<file path="config.mk">
export PLATFORM = sky130hd
export DESIGN_NAME = tlp_core
export DESIGN_NICKNAME = d
export VERILOG_FILES = /design/src/logic/tlp_pkg.sv /design/src/logic/tlp_core.sv /design/src/logic/tlp_channel.sv /design/src/logic/tlp_bus_slave.sv
export SDC_FILE = /design/constraint.sdc
export NUM_CORES = 2
export LEC_CHECK = 0
export BUFFER_PORTS_ARGS = -buffer_cell sky130_fd_sc_hd__buf_2
export CAP_MARGIN = 20
export CORE_MARGIN = 10
export CORE_UTILIZATION = 35
export CTS_BUF_LIST = sky130_fd_sc_hd__clkbuf_4 sky130_fd_sc_hd__clkbuf_8
export DETAILED_ROUTE_END_ITERATION = 16
export HOLD_SLACK_MARGIN = 0.03
export MAX_ROUTING_LAYER = met4
export PLACE_DENSITY = 0.64
export SLEW_MARGIN = 20
export SYNTH_ARGS = -nofsm -noshare
export SYNTH_HDL_FRONTEND = slang
export SYNTH_SLANG_ARGS = --single-unit
</file>
<file path="constraint.sdc">
create_clock -name CORE_CLK -period 46.7 [get_ports CORE_CLK]
set_clock_uncertainty 0.05 [all_clocks]
set_input_delay 7.005 -clock CORE_CLK [delete_from_list [all_inputs] [get_ports CORE_CLK]]
set_output_delay 7.005 -clock CORE_CLK [all_outputs]
set_load 0.05 [all_outputs]
</file>
<file path="src/logic/tlp_pkg.sv">
// Shared constants of the thirty-channel LED PWM core
package tlp_pkg;
	localparam int NUM_CHANNELS = 30;                           // Driven outputs
	localparam int NUM_FAULT_REGS = 5;                          // Fault status bytes
	localparam logic [4:0] BUS_ADDR_FIXED = 5'h0d;              // Upper bus address bits 01101
	localparam logic [7:0] STROBE_VALUE = 8'h00;                // Only value that acts on strobe registers
	localparam logic [7:0] RESET_BYTE = 8'h00;                  // Reset value of every byte register
	localparam logic [15:0] RESET_WORD = 16'h0000;              // Reset value of duty words
	// Register offsets
	localparam logic [7:0] ADDR_CTRL = 8'h00;
	localparam logic [7:0] ADDR_UPDATE = 8'h49;
	localparam logic [7:0] ADDR_GCC = 8'h6e;
	localparam logic [7:0] ADDR_PHASE = 8'h70;
	localparam logic [7:0] ADDR_FAULT_EN = 8'h71;
	localparam logic [7:0] ADDR_FAULT_FIRST = 8'h72;
	localparam logic [7:0] ADDR_THERMAL = 8'h77;
	localparam logic [7:0] ADDR_DITHER = 8'h78;
	localparam logic [7:0] ADDR_RESTORE = 8'h7f;
	// Duty and scale ranges: first, last, first channel index
	localparam logic [3:0][7:0] DUTY_FIRST = {8'h3d, 8'h27, 8'h0f, 8'h03};
	localparam logic [3:0][7:0] DUTY_LAST = {8'h46, 8'h3a, 8'h22, 8'h0c};
	localparam logic [3:0][7:0] SCALE_FIRST = {8'h68, 8'h5d, 8'h51, 8'h4b};
	localparam logic [3:0][7:0] SCALE_LAST = {8'h6c, 8'h66, 8'h5a, 8'h4f};
	localparam logic [3:0][4:0] RANGE_BASE = {5'h19, 5'h0f, 5'h05, 5'h00};
	// Field positions and writable masks
	localparam int CTRL_SSD_BIT = 0;
	localparam int CTRL_RES_LSB = 1;
	localparam int CTRL_OSC_LSB = 4;
	localparam int PHASE_EN_BIT = 7;
	localparam logic [7:0] CTRL_MASK = 8'h77;
	localparam logic [7:0] PHASE_MASK = 8'hbf;
	// Resolution codes, counter masks and sixth-of-period phase steps
	localparam logic [1:0] RES_8 = 2'h0;
	localparam logic [1:0] RES_10 = 2'h1;
	localparam logic [1:0] RES_12 = 2'h2;
	localparam logic [1:0] RES_16 = 2'h3;
	localparam logic [3:0][15:0] RES_MASK = {16'hffff, 16'h0fff, 16'h03ff, 16'h00ff};
	localparam logic [3:0][15:0] PHASE_STEP = {16'h2aaa, 16'h02aa, 16'h00aa, 16'h002a};
	// Oscillator prescaler terminal counts, code 0 fastest
	localparam logic [7:0][8:0] OSC_LAST = {9'h1ff, 9'h0ff, 9'h07f, 9'h03f, 9'h01f, 9'h00f, 9'h001, 9'h000};
	// Bus engine states
	typedef enum logic [3:0] {
		BUS_IDLE, BUS_ADDR, BUS_ACK_ADDR, BUS_REG, BUS_ACK_REG,
		BUS_WDATA, BUS_ACK_W, BUS_RDATA, BUS_MACK
	} bus_state_type;
endpackage

</file>
<file path="src/logic/tlp_core.sv">
// Register bank and PWM core of the thirty-channel LED driver
`timescale 1ns/1ps
module tlp_core (
	input  wire logic         CORE_CLK,
	input  wire logic         RESET,
	input  wire logic         SCL,
	input  wire logic         SDA_IN,
	output      logic         SDA_OUT,
	output      logic         SDA_OE,
	input  wire logic [1:0]   ADDR_STRAP,
	input  wire logic         SHUTDOWN_PIN_N,
	output      logic [29:0]  CHANNEL_ON,
	output      logic [239:0] CHANNEL_SCALE,
	output      logic [7:0]   GLOBAL_FACTOR,
	output      logic [2:0]   OSC_FREQ_SELECT,
	output      logic         DEVICE_ACTIVE
);
	// Whole register bank plus the period counter
	typedef struct packed {
		logic [7:0]        ctrl;                // Power and clock control
		logic [29:0][15:0] duty_shadow;         // Written duty values
		logic [29:0][15:0] duty_active;         // Duty values in use
		logic [29:0][7:0]  scale;               // Per-channel current scale
		logic [7:0]        global_current_factor;                 // Global current factor
		logic [7:0]        phase;               // Phase stagger control
		logic [7:0]        fault_en;            // Fault detection enable, stored only
		logic [4:0][7:0]   fault;               // Fault status bytes, stored only
		logic [7:0]        thermal;             // Thermal status, stored only
		logic [7:0]        dither;              // Clock dither control, stored only
		logic [8:0]        presc;               // Oscillator prescaler
		logic [15:0]       count;               // Free-running period counter
	} tlp_core_type;

	tlp_core_type st;                           // Current state
	tlp_core_type next_st;                      // Next state
	logic [7:0]   ptr;                          // Bus register pointer
	logic [7:0]   rd_data;                      // Byte at the pointer
	logic         wr_pulse;                     // One-cycle write strobe
	logic [7:0]   wr_addr;                      // Register written
	logic [7:0]   wr_data;                      // Byte written
	logic         running;                      // Both shutdown controls released
	logic [1:0]   res;                          // Selected resolution
	logic [2:0]   osc;                          // Selected oscillator code
	logic         tick;                         // Oscillator step
	logic [6:0]   duty_hit;                     // {valid, high, channel} for writes
	logic [5:0]   scale_hit;                    // {valid, channel} for writes
	logic [6:0]   duty_rd;                      // Same decode for the pointer
	logic [5:0]   scale_rd;                     // Same decode for the pointer

	// Duty address to {valid, high byte, channel}
	function automatic logic [6:0] duty_slot(input logic [7:0] addr);
		logic [6:0] slot;
		logic [7:0] off;
		slot = 7'h00;
		off = 8'h00;
		for (int r = 0; r < 4; r++) begin
			if (addr >= tlp_pkg::DUTY_FIRST[r] && addr <= tlp_pkg::DUTY_LAST[r]) begin
				off = 8'(addr - tlp_pkg::DUTY_FIRST[r]);
				// Even offset from an odd start is the low byte
				slot = {1'b1, off[0], 5'(off[5:1] + tlp_pkg::RANGE_BASE[r])};
			end
		end
		return slot;
	endfunction

	// Scale address to {valid, channel}
	function automatic logic [5:0] scale_slot(input logic [7:0] addr);
		logic [5:0] slot;
		logic [7:0] off;
		slot = 6'h00;
		off = 8'h00;
		for (int r = 0; r < 4; r++) begin
			if (addr >= tlp_pkg::SCALE_FIRST[r] && addr <= tlp_pkg::SCALE_LAST[r]) begin
				off = 8'(addr - tlp_pkg::SCALE_FIRST[r]);
				slot = {1'b1, 5'(off[4:0] + tlp_pkg::RANGE_BASE[r])};
			end
		end
		return slot;
	endfunction

	// Serial register access
	tlp_bus_slave u_bus (
		.clk      (CORE_CLK),
		.reset    (RESET),
		.scl      (SCL),
		.sda_in   (SDA_IN),
		.sda_out  (SDA_OUT),
		.sda_oe   (SDA_OE),
		.strap    (ADDR_STRAP),
		.rd_data  (rd_data),
		.ptr      (ptr),
		.wr_pulse (wr_pulse),
		.wr_addr  (wr_addr),
		.wr_data  (wr_data)
	);

	// Decoded control fields
	always_comb begin
		running = SHUTDOWN_PIN_N && st.ctrl[tlp_pkg::CTRL_SSD_BIT];
		res = st.ctrl[tlp_pkg::CTRL_RES_LSB +: 2];
		osc = st.ctrl[tlp_pkg::CTRL_OSC_LSB +: 3];
		// Larger codes divide further, so 000 is fastest
		tick = (st.presc == tlp_pkg::OSC_LAST[osc]);
		duty_hit = duty_slot(wr_addr);
		scale_hit = scale_slot(wr_addr);
		duty_rd = duty_slot(ptr);
		scale_rd = scale_slot(ptr);
	end

	// Read mux; strobe registers and gaps read zero
	always_comb begin
		rd_data = 8'h00;
		if (duty_rd[6]) begin
			rd_data = duty_rd[5] ? st.duty_shadow[duty_rd[4:0]][15:8] : st.duty_shadow[duty_rd[4:0]][7:0];
		end else if (scale_rd[5]) begin
			rd_data = st.scale[scale_rd[4:0]];
		end else if (ptr >= tlp_pkg::ADDR_FAULT_FIRST && ptr < tlp_pkg::ADDR_THERMAL) begin
			rd_data = st.fault[3'(ptr - tlp_pkg::ADDR_FAULT_FIRST)];
		end else begin
			case (ptr)
				tlp_pkg::ADDR_CTRL: begin
					rd_data = st.ctrl;
				end
				tlp_pkg::ADDR_GCC: begin
					rd_data = st.global_current_factor;
				end
				tlp_pkg::ADDR_PHASE: begin
					rd_data = st.phase;
				end
				tlp_pkg::ADDR_FAULT_EN: begin
					rd_data = st.fault_en;
				end
				tlp_pkg::ADDR_THERMAL: begin
					rd_data = st.thermal;
				end
				tlp_pkg::ADDR_DITHER: begin
					rd_data = st.dither;
				end
				// Update and reset registers give nothing back
				default: begin
					rd_data = 8'h00;
				end
			endcase
		end
	end

	// Period counter and register writes
	always_comb begin
		next_st = st;
		// Counter rests at zero in shutdown; the run input of each channel keeps outputs dark
		if (!running) begin
			next_st.presc = 9'h000;
			next_st.count = tlp_pkg::RESET_WORD;
		end else if (tick) begin
			next_st.presc = 9'h000;
			// Period is the step count, so rate is oscillator over steps
			if (st.count >= tlp_pkg::RES_MASK[res]) begin
				next_st.count = tlp_pkg::RESET_WORD;
			end else begin
				next_st.count = 16'(st.count + 16'h0001);
			end
		end else begin
			next_st.presc = 9'(st.presc + 9'h001);
		end
		if (wr_pulse) begin
			if (duty_hit[6]) begin
				// Shadow only; outputs wait for the strobe
				if (duty_hit[5]) begin
					next_st.duty_shadow[duty_hit[4:0]][15:8] = wr_data;
				end else begin
					next_st.duty_shadow[duty_hit[4:0]][7:0] = wr_data;
				end
			end else if (scale_hit[5]) begin
				next_st.scale[scale_hit[4:0]] = wr_data;
			end else if (wr_addr >= tlp_pkg::ADDR_FAULT_FIRST && wr_addr < tlp_pkg::ADDR_THERMAL) begin
				next_st.fault[3'(wr_addr - tlp_pkg::ADDR_FAULT_FIRST)] = wr_data;
			end else begin
				case (wr_addr)
					tlp_pkg::ADDR_CTRL: begin
						next_st.ctrl = wr_data & tlp_pkg::CTRL_MASK;
					end
					tlp_pkg::ADDR_UPDATE: begin
						// Ignored unless both shutdown controls are released
						if (wr_data == tlp_pkg::STROBE_VALUE && running) begin
							next_st.duty_active = st.duty_shadow;
						end
					end
					tlp_pkg::ADDR_GCC: begin
						next_st.global_current_factor = wr_data;
					end
					tlp_pkg::ADDR_PHASE: begin
						next_st.phase = wr_data & tlp_pkg::PHASE_MASK;
					end
					tlp_pkg::ADDR_FAULT_EN: begin
						next_st.fault_en = wr_data;
					end
					tlp_pkg::ADDR_THERMAL: begin
						next_st.thermal = wr_data;
					end
					tlp_pkg::ADDR_DITHER: begin
						next_st.dither = wr_data;
					end
					tlp_pkg::ADDR_RESTORE: begin
						// Also clears the counter, so the restart is clean
						if (wr_data == tlp_pkg::STROBE_VALUE) begin
							next_st = '0;
						end
					end
					// Gaps between ranges take no write
					default: begin
						next_st.ctrl = next_st.ctrl;
					end
				endcase
			end
		end
	end

	// State register
	always_ff @(posedge CORE_CLK or posedge RESET) begin
		if (RESET) begin
			st <= '0;
		end else begin
			st <= next_st;
		end
	end

	// One compare per channel; phase follows channel index modulo six
	for (genvar ch = 0; ch < tlp_pkg::NUM_CHANNELS; ch++) begin : g_chan
		tlp_channel #(
			.PHASE (ch % 6)
		) u_chan (
			.clk     (CORE_CLK),
			.reset   (RESET),
			.run     (running),
			.stagger (st.phase[tlp_pkg::PHASE_EN_BIT]),
			.res     (res),
			.count   (st.count),
			.duty    (st.duty_active[ch]),
			.on      (CHANNEL_ON[ch])
		);
	end

	// Current setting leaves as register values for the analog stage
	assign CHANNEL_SCALE = st.scale;
	assign GLOBAL_FACTOR = st.global_current_factor;
	assign OSC_FREQ_SELECT = osc;
	assign DEVICE_ACTIVE = running;
endmodule // tlp_core

</file>
<file path="src/logic/tlp_channel.sv">
// One PWM output compare with phase offset
`timescale 1ns/1ps
module tlp_channel #(
	parameter int PHASE = 0
) (
	input  wire logic        clk,
	input  wire logic        reset,
	input  wire logic        run,
	input  wire logic        stagger,
	input  wire logic [1:0]  res,
	input  wire logic [15:0] count,
	input  wire logic [15:0] duty,
	output      logic        on
);
	typedef struct packed {
		logic on;                       // Registered output level
	} tlp_chan_type;

	tlp_chan_type st;                   // Current state
	tlp_chan_type next_st;              // Next state
	logic [15:0]  offset;               // Phase shift of the compare
	logic [15:0]  shifted;              // Counter seen by this channel
	logic [15:0]  level;                // Duty limited to its low byte at eight bits

	// Compare shifted counter against duty
	always_comb begin
		offset = stagger ? 16'(16'(PHASE) * tlp_pkg::PHASE_STEP[res]) : 16'h0000;
		shifted = 16'(count + offset) & tlp_pkg::RES_MASK[res];
		// Only the low byte counts at eight bits
		level = (res == tlp_pkg::RES_8) ? {8'h00, duty[7:0]} : duty;
		next_st.on = run && (shifted < level);
	end

	// State register
	always_ff @(posedge clk or posedge reset) begin
		if (reset) begin
			st <= '0;
		end else begin
			st <= next_st;
		end
	end

	assign on = st.on;
endmodule // tlp_channel

</file>
<file path="src/logic/tlp_bus_slave.sv">
// Two-wire serial slave with auto-incrementing register pointer
`timescale 1ns/1ps
module tlp_bus_slave (
	input  wire logic       clk,
	input  wire logic       reset,
	input  wire logic       scl,
	input  wire logic       sda_in,
	output      logic       sda_out,
	output      logic       sda_oe,
	input  wire logic [1:0] strap,
	input  wire logic [7:0] rd_data,
	output      logic [7:0] ptr,
	output      logic       wr_pulse,
	output      logic [7:0] wr_addr,
	output      logic [7:0] wr_data
);
	typedef struct packed {
		tlp_pkg::bus_state_type state; // Engine state
		logic [2:0]             bits;  // Bit counter
		logic [7:0]             shift; // Byte shift register
		logic [7:0]             ptr;   // Register pointer
		logic                   got;   // Acknowledge already driven
		logic                   oe;    // Pulling data low
		logic                   scl_q; // Previous clock line
		logic                   sda_q; // Previous data line
		logic                   wr;    // Write strobe
		logic [7:0]             waddr; // Address of the write
		logic [7:0]             wdata; // Data of the write
	} tlp_bus_type;

	tlp_bus_type st;
	tlp_bus_type next_st;
	logic rise;
	logic fall;
	logic start;
	logic stop;

	// Line events and byte engine
	always_comb begin
		next_st = st;
		next_st.scl_q = scl;
		next_st.sda_q = sda_in;
		next_st.wr = 1'b0;
		rise = scl && !st.scl_q;
		fall = !scl && st.scl_q;
		start = scl && st.scl_q && st.sda_q && !sda_in;
		stop = scl && st.scl_q && !st.sda_q && sda_in;
		if (start) begin
			// Also covers the repeated start of a read
			next_st.state = tlp_pkg::BUS_ADDR;
			next_st.bits = 3'h0;
			next_st.oe = 1'b0;
		end else if (stop) begin
			next_st.state = tlp_pkg::BUS_IDLE;
			next_st.oe = 1'b0;
		end else begin
			case (st.state)
				tlp_pkg::BUS_ADDR, tlp_pkg::BUS_REG, tlp_pkg::BUS_WDATA: begin
					if (rise) begin
						next_st.shift = {st.shift[6:0], sda_in};
						next_st.bits = 3'(st.bits + 3'h1);
						next_st.got = 1'b0;
						if (st.bits == 3'h7) begin
							if (st.state == tlp_pkg::BUS_REG) begin
								next_st.state = tlp_pkg::BUS_ACK_REG;
							end else if (st.state == tlp_pkg::BUS_WDATA) begin
								next_st.state = tlp_pkg::BUS_ACK_W;
							end else if ({st.shift[6:2], st.shift[1:0]} == {tlp_pkg::BUS_ADDR_FIXED, strap}) begin
								next_st.state = tlp_pkg::BUS_ACK_ADDR;
							end else begin
								// Someone else is addressed
								next_st.state = tlp_pkg::BUS_IDLE;
							end
						end
					end
				end
				tlp_pkg::BUS_ACK_ADDR, tlp_pkg::BUS_ACK_REG, tlp_pkg::BUS_ACK_W: begin
					if (fall && !st.got) begin
						next_st.got = 1'b1;
						next_st.oe = 1'b1;
					end else if (fall) begin
						next_st.oe = 1'b0;
						next_st.bits = 3'h0;
						if (st.state == tlp_pkg::BUS_ACK_REG) begin
							next_st.ptr = st.shift;
							next_st.state = tlp_pkg::BUS_WDATA;
						end else if (st.state == tlp_pkg::BUS_ACK_W) begin
							next_st.wr = 1'b1;
							next_st.waddr = st.ptr;
							next_st.wdata = st.shift;
							next_st.ptr = 8'(st.ptr + 8'h01);
							next_st.state = tlp_pkg::BUS_WDATA;
						end else if (st.shift[0]) begin
							// Direction bit 1: first read byte
							next_st.shift = rd_data;
							next_st.oe = !rd_data[7];
							next_st.state = tlp_pkg::BUS_RDATA;
						end else begin
							next_st.state = tlp_pkg::BUS_REG;
						end
					end
				end
				tlp_pkg::BUS_RDATA: begin
					if (fall && st.bits == 3'h7) begin
						next_st.oe = 1'b0;
						next_st.got = 1'b0;
						next_st.state = tlp_pkg::BUS_MACK;
					end else if (fall) begin
						next_st.bits = 3'(st.bits + 3'h1);
						next_st.shift = {st.shift[6:0], 1'b0};
						next_st.oe = !st.shift[6];
					end
				end
				tlp_pkg::BUS_MACK: begin
					if (rise) begin
						// Master acknowledge asks for another byte
						next_st.got = !sda_in;
						next_st.ptr = 8'(st.ptr + 8'h01);
					end else if (fall && st.got) begin
						next_st.shift = rd_data;
						next_st.oe = !rd_data[7];
						next_st.bits = 3'h0;
						next_st.state = tlp_pkg::BUS_RDATA;
					end else if (fall) begin
						next_st.state = tlp_pkg::BUS_IDLE;
					end
				end
				default: begin
					next_st.oe = 1'b0;
				end
			endcase
		end
	end

	// State register
	always_ff @(posedge clk or posedge reset) begin
		if (reset) begin
			st <= '0;
			// Line history starts at the idle level, so no false edge follows reset
			st.scl_q <= 1'b1;
			st.sda_q <= 1'b1;
		end else begin
			st <= next_st;
		end
	end

	assign sda_out = 1'b0;
	assign sda_oe = st.oe;
	assign ptr = st.ptr;
	assign wr_pulse = st.wr;
	assign wr_addr = st.waddr;
	assign wr_data = st.wdata;
endmodule // tlp_bus_slave

</file>
==> reports/results.ini <==
[run_status]
status = finished, final reports clean

[finish]
final_area_um2 = 89500
area_growth_pct = 8.98
fin_nets = 9331
layout_commonest_cell = nand2_1
layout_common_cells = nand2_1 (1,710), dfrtp_1 (1,381), o21ai_0 (637)
drive_gt1_share_pct = 11.9
fin_util_pct = 38.4
fin_cells = 12129

[power]
leakagePower_nw = 38.0
powerDensity_nw_per_um2 = 46.9
ir_worst_vdd_mv = 0.0713
power_mw = 4.20

[die]
design.portCount = 291
die_area_um2 = 255000
core_area_um2 = 233000
floorplan.initialDensity_pct = 35.2
die_h_um = 505
die_w_um = 505
rows = 177

[route]
drc = 0
routedWlPerCell_um = 28.8
drt_pass1_iterations = 9
viasPerCell = 6.12
drt_wl_total_um = 349000
first_iter_violations = 9505
ant_nets = 0
via_count = 74187

[global_routing]
track_usage_pct = 26.8
grt_pass1_wl_um = 501000
grt_max_degree = 247
grt_pass1_vias = 71097
antenna_found_initial = 17
grt.overflow.total = 0

[yosys]
syn_nets = 9591
synth.area.mux_share_pct = 2.22
yosysTopAreaCell = dfrtp_1
async_flop_share_pct = 100
post_synth_num_cell_types = 103
syn_area_per_cell_um2 = 9.07
synthesis.instances = 9057
synth_area_leaders = dfrtp_1 (42%), ha_1 (8.0%), nand2_1 (7.8%)
synth-warning-count = 0
synth-seq-cells = 1384
yosys.area.top_type_share_pct = 42.1
synth_edf_count = 0
synth_ff_type = dfrtp_1
synth_top_family_by_area = compound AO/OA/AOI/OAI gates
synth_compound_area_share_pct = 24.3
synth-xor-area-share_pct = 1.20
synth-seq-area-share_pct = 42.2
synthesis.area_um2 = 82200
yosys.area_share.simple_pct = 14.9
synth_adder_area_share_pct = 8.03

[placement]
preCtsSetupSlack_ns = 32.02
hpwl_um = 244000
dpl.cell_count = 11692
dpl_cell_area_um2 = 84400
numPortBuffers = 289
gp_congestion = 1.06

[flow_run]
cap_violations = 0

[timing]
fin_setup_tns_ns = 0
worst_hold_slack_ns = 0.427
period_needed_ns = 14.71
slew_headroom_pct = 10.2
fmax_mhz = 68.0
drv_slew = 0
setup_viol = 0
period_share_pct = 31.5
rsz0062_at_grt = no
fin_ws_ns = 31.99
worst_pin_slew_ns = 1.35
hold_viol = 0

[clock_network]
postCtsSetupBuffers = 0
cts_root_buffer = clkbuf_8
cts_tree = done
cts_resized = 0
hold_buffers = 0
clock_path_buffers = 3
clk_latency_ns = 1.02
cts_sinks = 1384
htreeDepth = 4
clk_pin_slew_ns = 0.06
cts_buffers = 228

[setup_path]
regToRegSetupSlack_ns = 38.61
crit-reg2reg-launch = u_bus.ptr[0]
critPathLaunchType = primary input
arrival_ns = 7.65
worstSetupPathType = primary input to output port
crit_required_ns = 39.65
critical_path.cell_chain = buf_2 -> nand2_2 -> inv_1 -> buf_2
crit_path_frequent_cell = buf_2
critical_path.max_stage_delay_ns = 0.30
timing.rr.end = u_bus.st[32]
cp_slowest_cell = buf_2
reg2reg_depth = 17
cp-end-kind = output port
critical_path.max_fanout = 3

[min_path]
whs_path_depth = 2
hp-class = register to register
hold-path-endpoint = st[473]
min_from = st[473]

==> worst max-delay path by stage <==
stage,end,start,cells after the start,slack (ns)
global route,DEVICE_ACTIVE,SHUTDOWN_PIN_N,4,32.00
floorplan,CHANNEL_SCALE[0],RESET,1,0.62
detailed placement,DEVICE_ACTIVE,SHUTDOWN_PIN_N,4,32.02
global placement,DEVICE_ACTIVE,SHUTDOWN_PIN_N,4,32.02
CTS,DEVICE_ACTIVE,SHUTDOWN_PIN_N,4,32.02
finish,DEVICE_ACTIVE,SHUTDOWN_PIN_N,4,31.99
==> cell type report <==
cell class / instances / area [um^2]
clock inverter: 46 / 448
antenna: 13 / 32.5
clock buffer: 371 / 4590
tap: 3132 / 3920
timing repair buffer: 462 / 2910
inverter: 287 / 1090
fill: 23356 / 144000
sequential: 1384 / 34600
multi-input combinational: 6434 / 41900
==> cell usage after synthesis (76+ instances only) <==
| cell type | number |
|---|---|
| a21oi_1 | 257 |
| xnor2_1 | 78 |
| and3_1 | 147 |
| o21ai_1 | 81 |
| ha_1 | 526 |
| nand2_1 | 1718 |
| o2bb2ai_1 | 532 |
| mux2i_1 | 78 |
| o21ai_0 | 639 |
| a211oi_1 | 94 |
| nor3_1 | 189 |
| nand3_1 | 157 |
| inv_1 | 285 |
| a21o_1 | 235 |
| or3_1 | 76 |
| buf_4 | 286 |
| dfrtp_1 | 1382 |
| nor2_1 | 344 |
| a31oi_1 | 165 |
| clkbuf_1 | 552 |
| a22o_1 | 162 |
==> report_power, final <==
| part | switching (mW) | internal [mW] | total [mW] |
|---|---|---|---|
| Sequential | 0.0226 | 1.21 | 1.23 |
| Combinational | 1.37 | 0.397 | 1.77 |
| Clock | 0.544 | 0.653 | 1.20 |
| Total | 1.94 | 2.26 | 4.20 |
==> per-layer routing <==
layer	vias up	global-route usage [%]	share of wire, %
met4	0	15.6	7.2
met2	4461	38.6	42
met3	1012	7.86	11
met1	36721	33.3	40
met5	-	-	0
li1	31993	-	-
==> kinds of logic after synthesis <==
logic type      Yosys count
fa+ha+maj               527
mux                     162
flops                  1384
buf+inv                1239
compound gates         2796
xor+xnor                113
simple gates           2835
other cells               1
==> sequential cells by signal, summed over array words and instances, names as in the netlist <==
register and cells:
u_bus.wr_pulse 1, g_chan.u_chan.on 30, st 1057, OSC_FREQ_SELECT 3, CHANNEL_SCALE 240, u_bus.wr_addr 8, u_bus.st 18, res 2
GLOBAL_FACTOR 8, u_bus.sda_oe 1, u_bus.ptr 8, u_bus.wr_data 8
==> critical path: cells and delay by family <==
family                 cells  cell delay [ns]
buffers and inverters      3             0.56
and+or+nand+nor            1             0.07
Note: power is estimated with default switching activity, not from simulation.
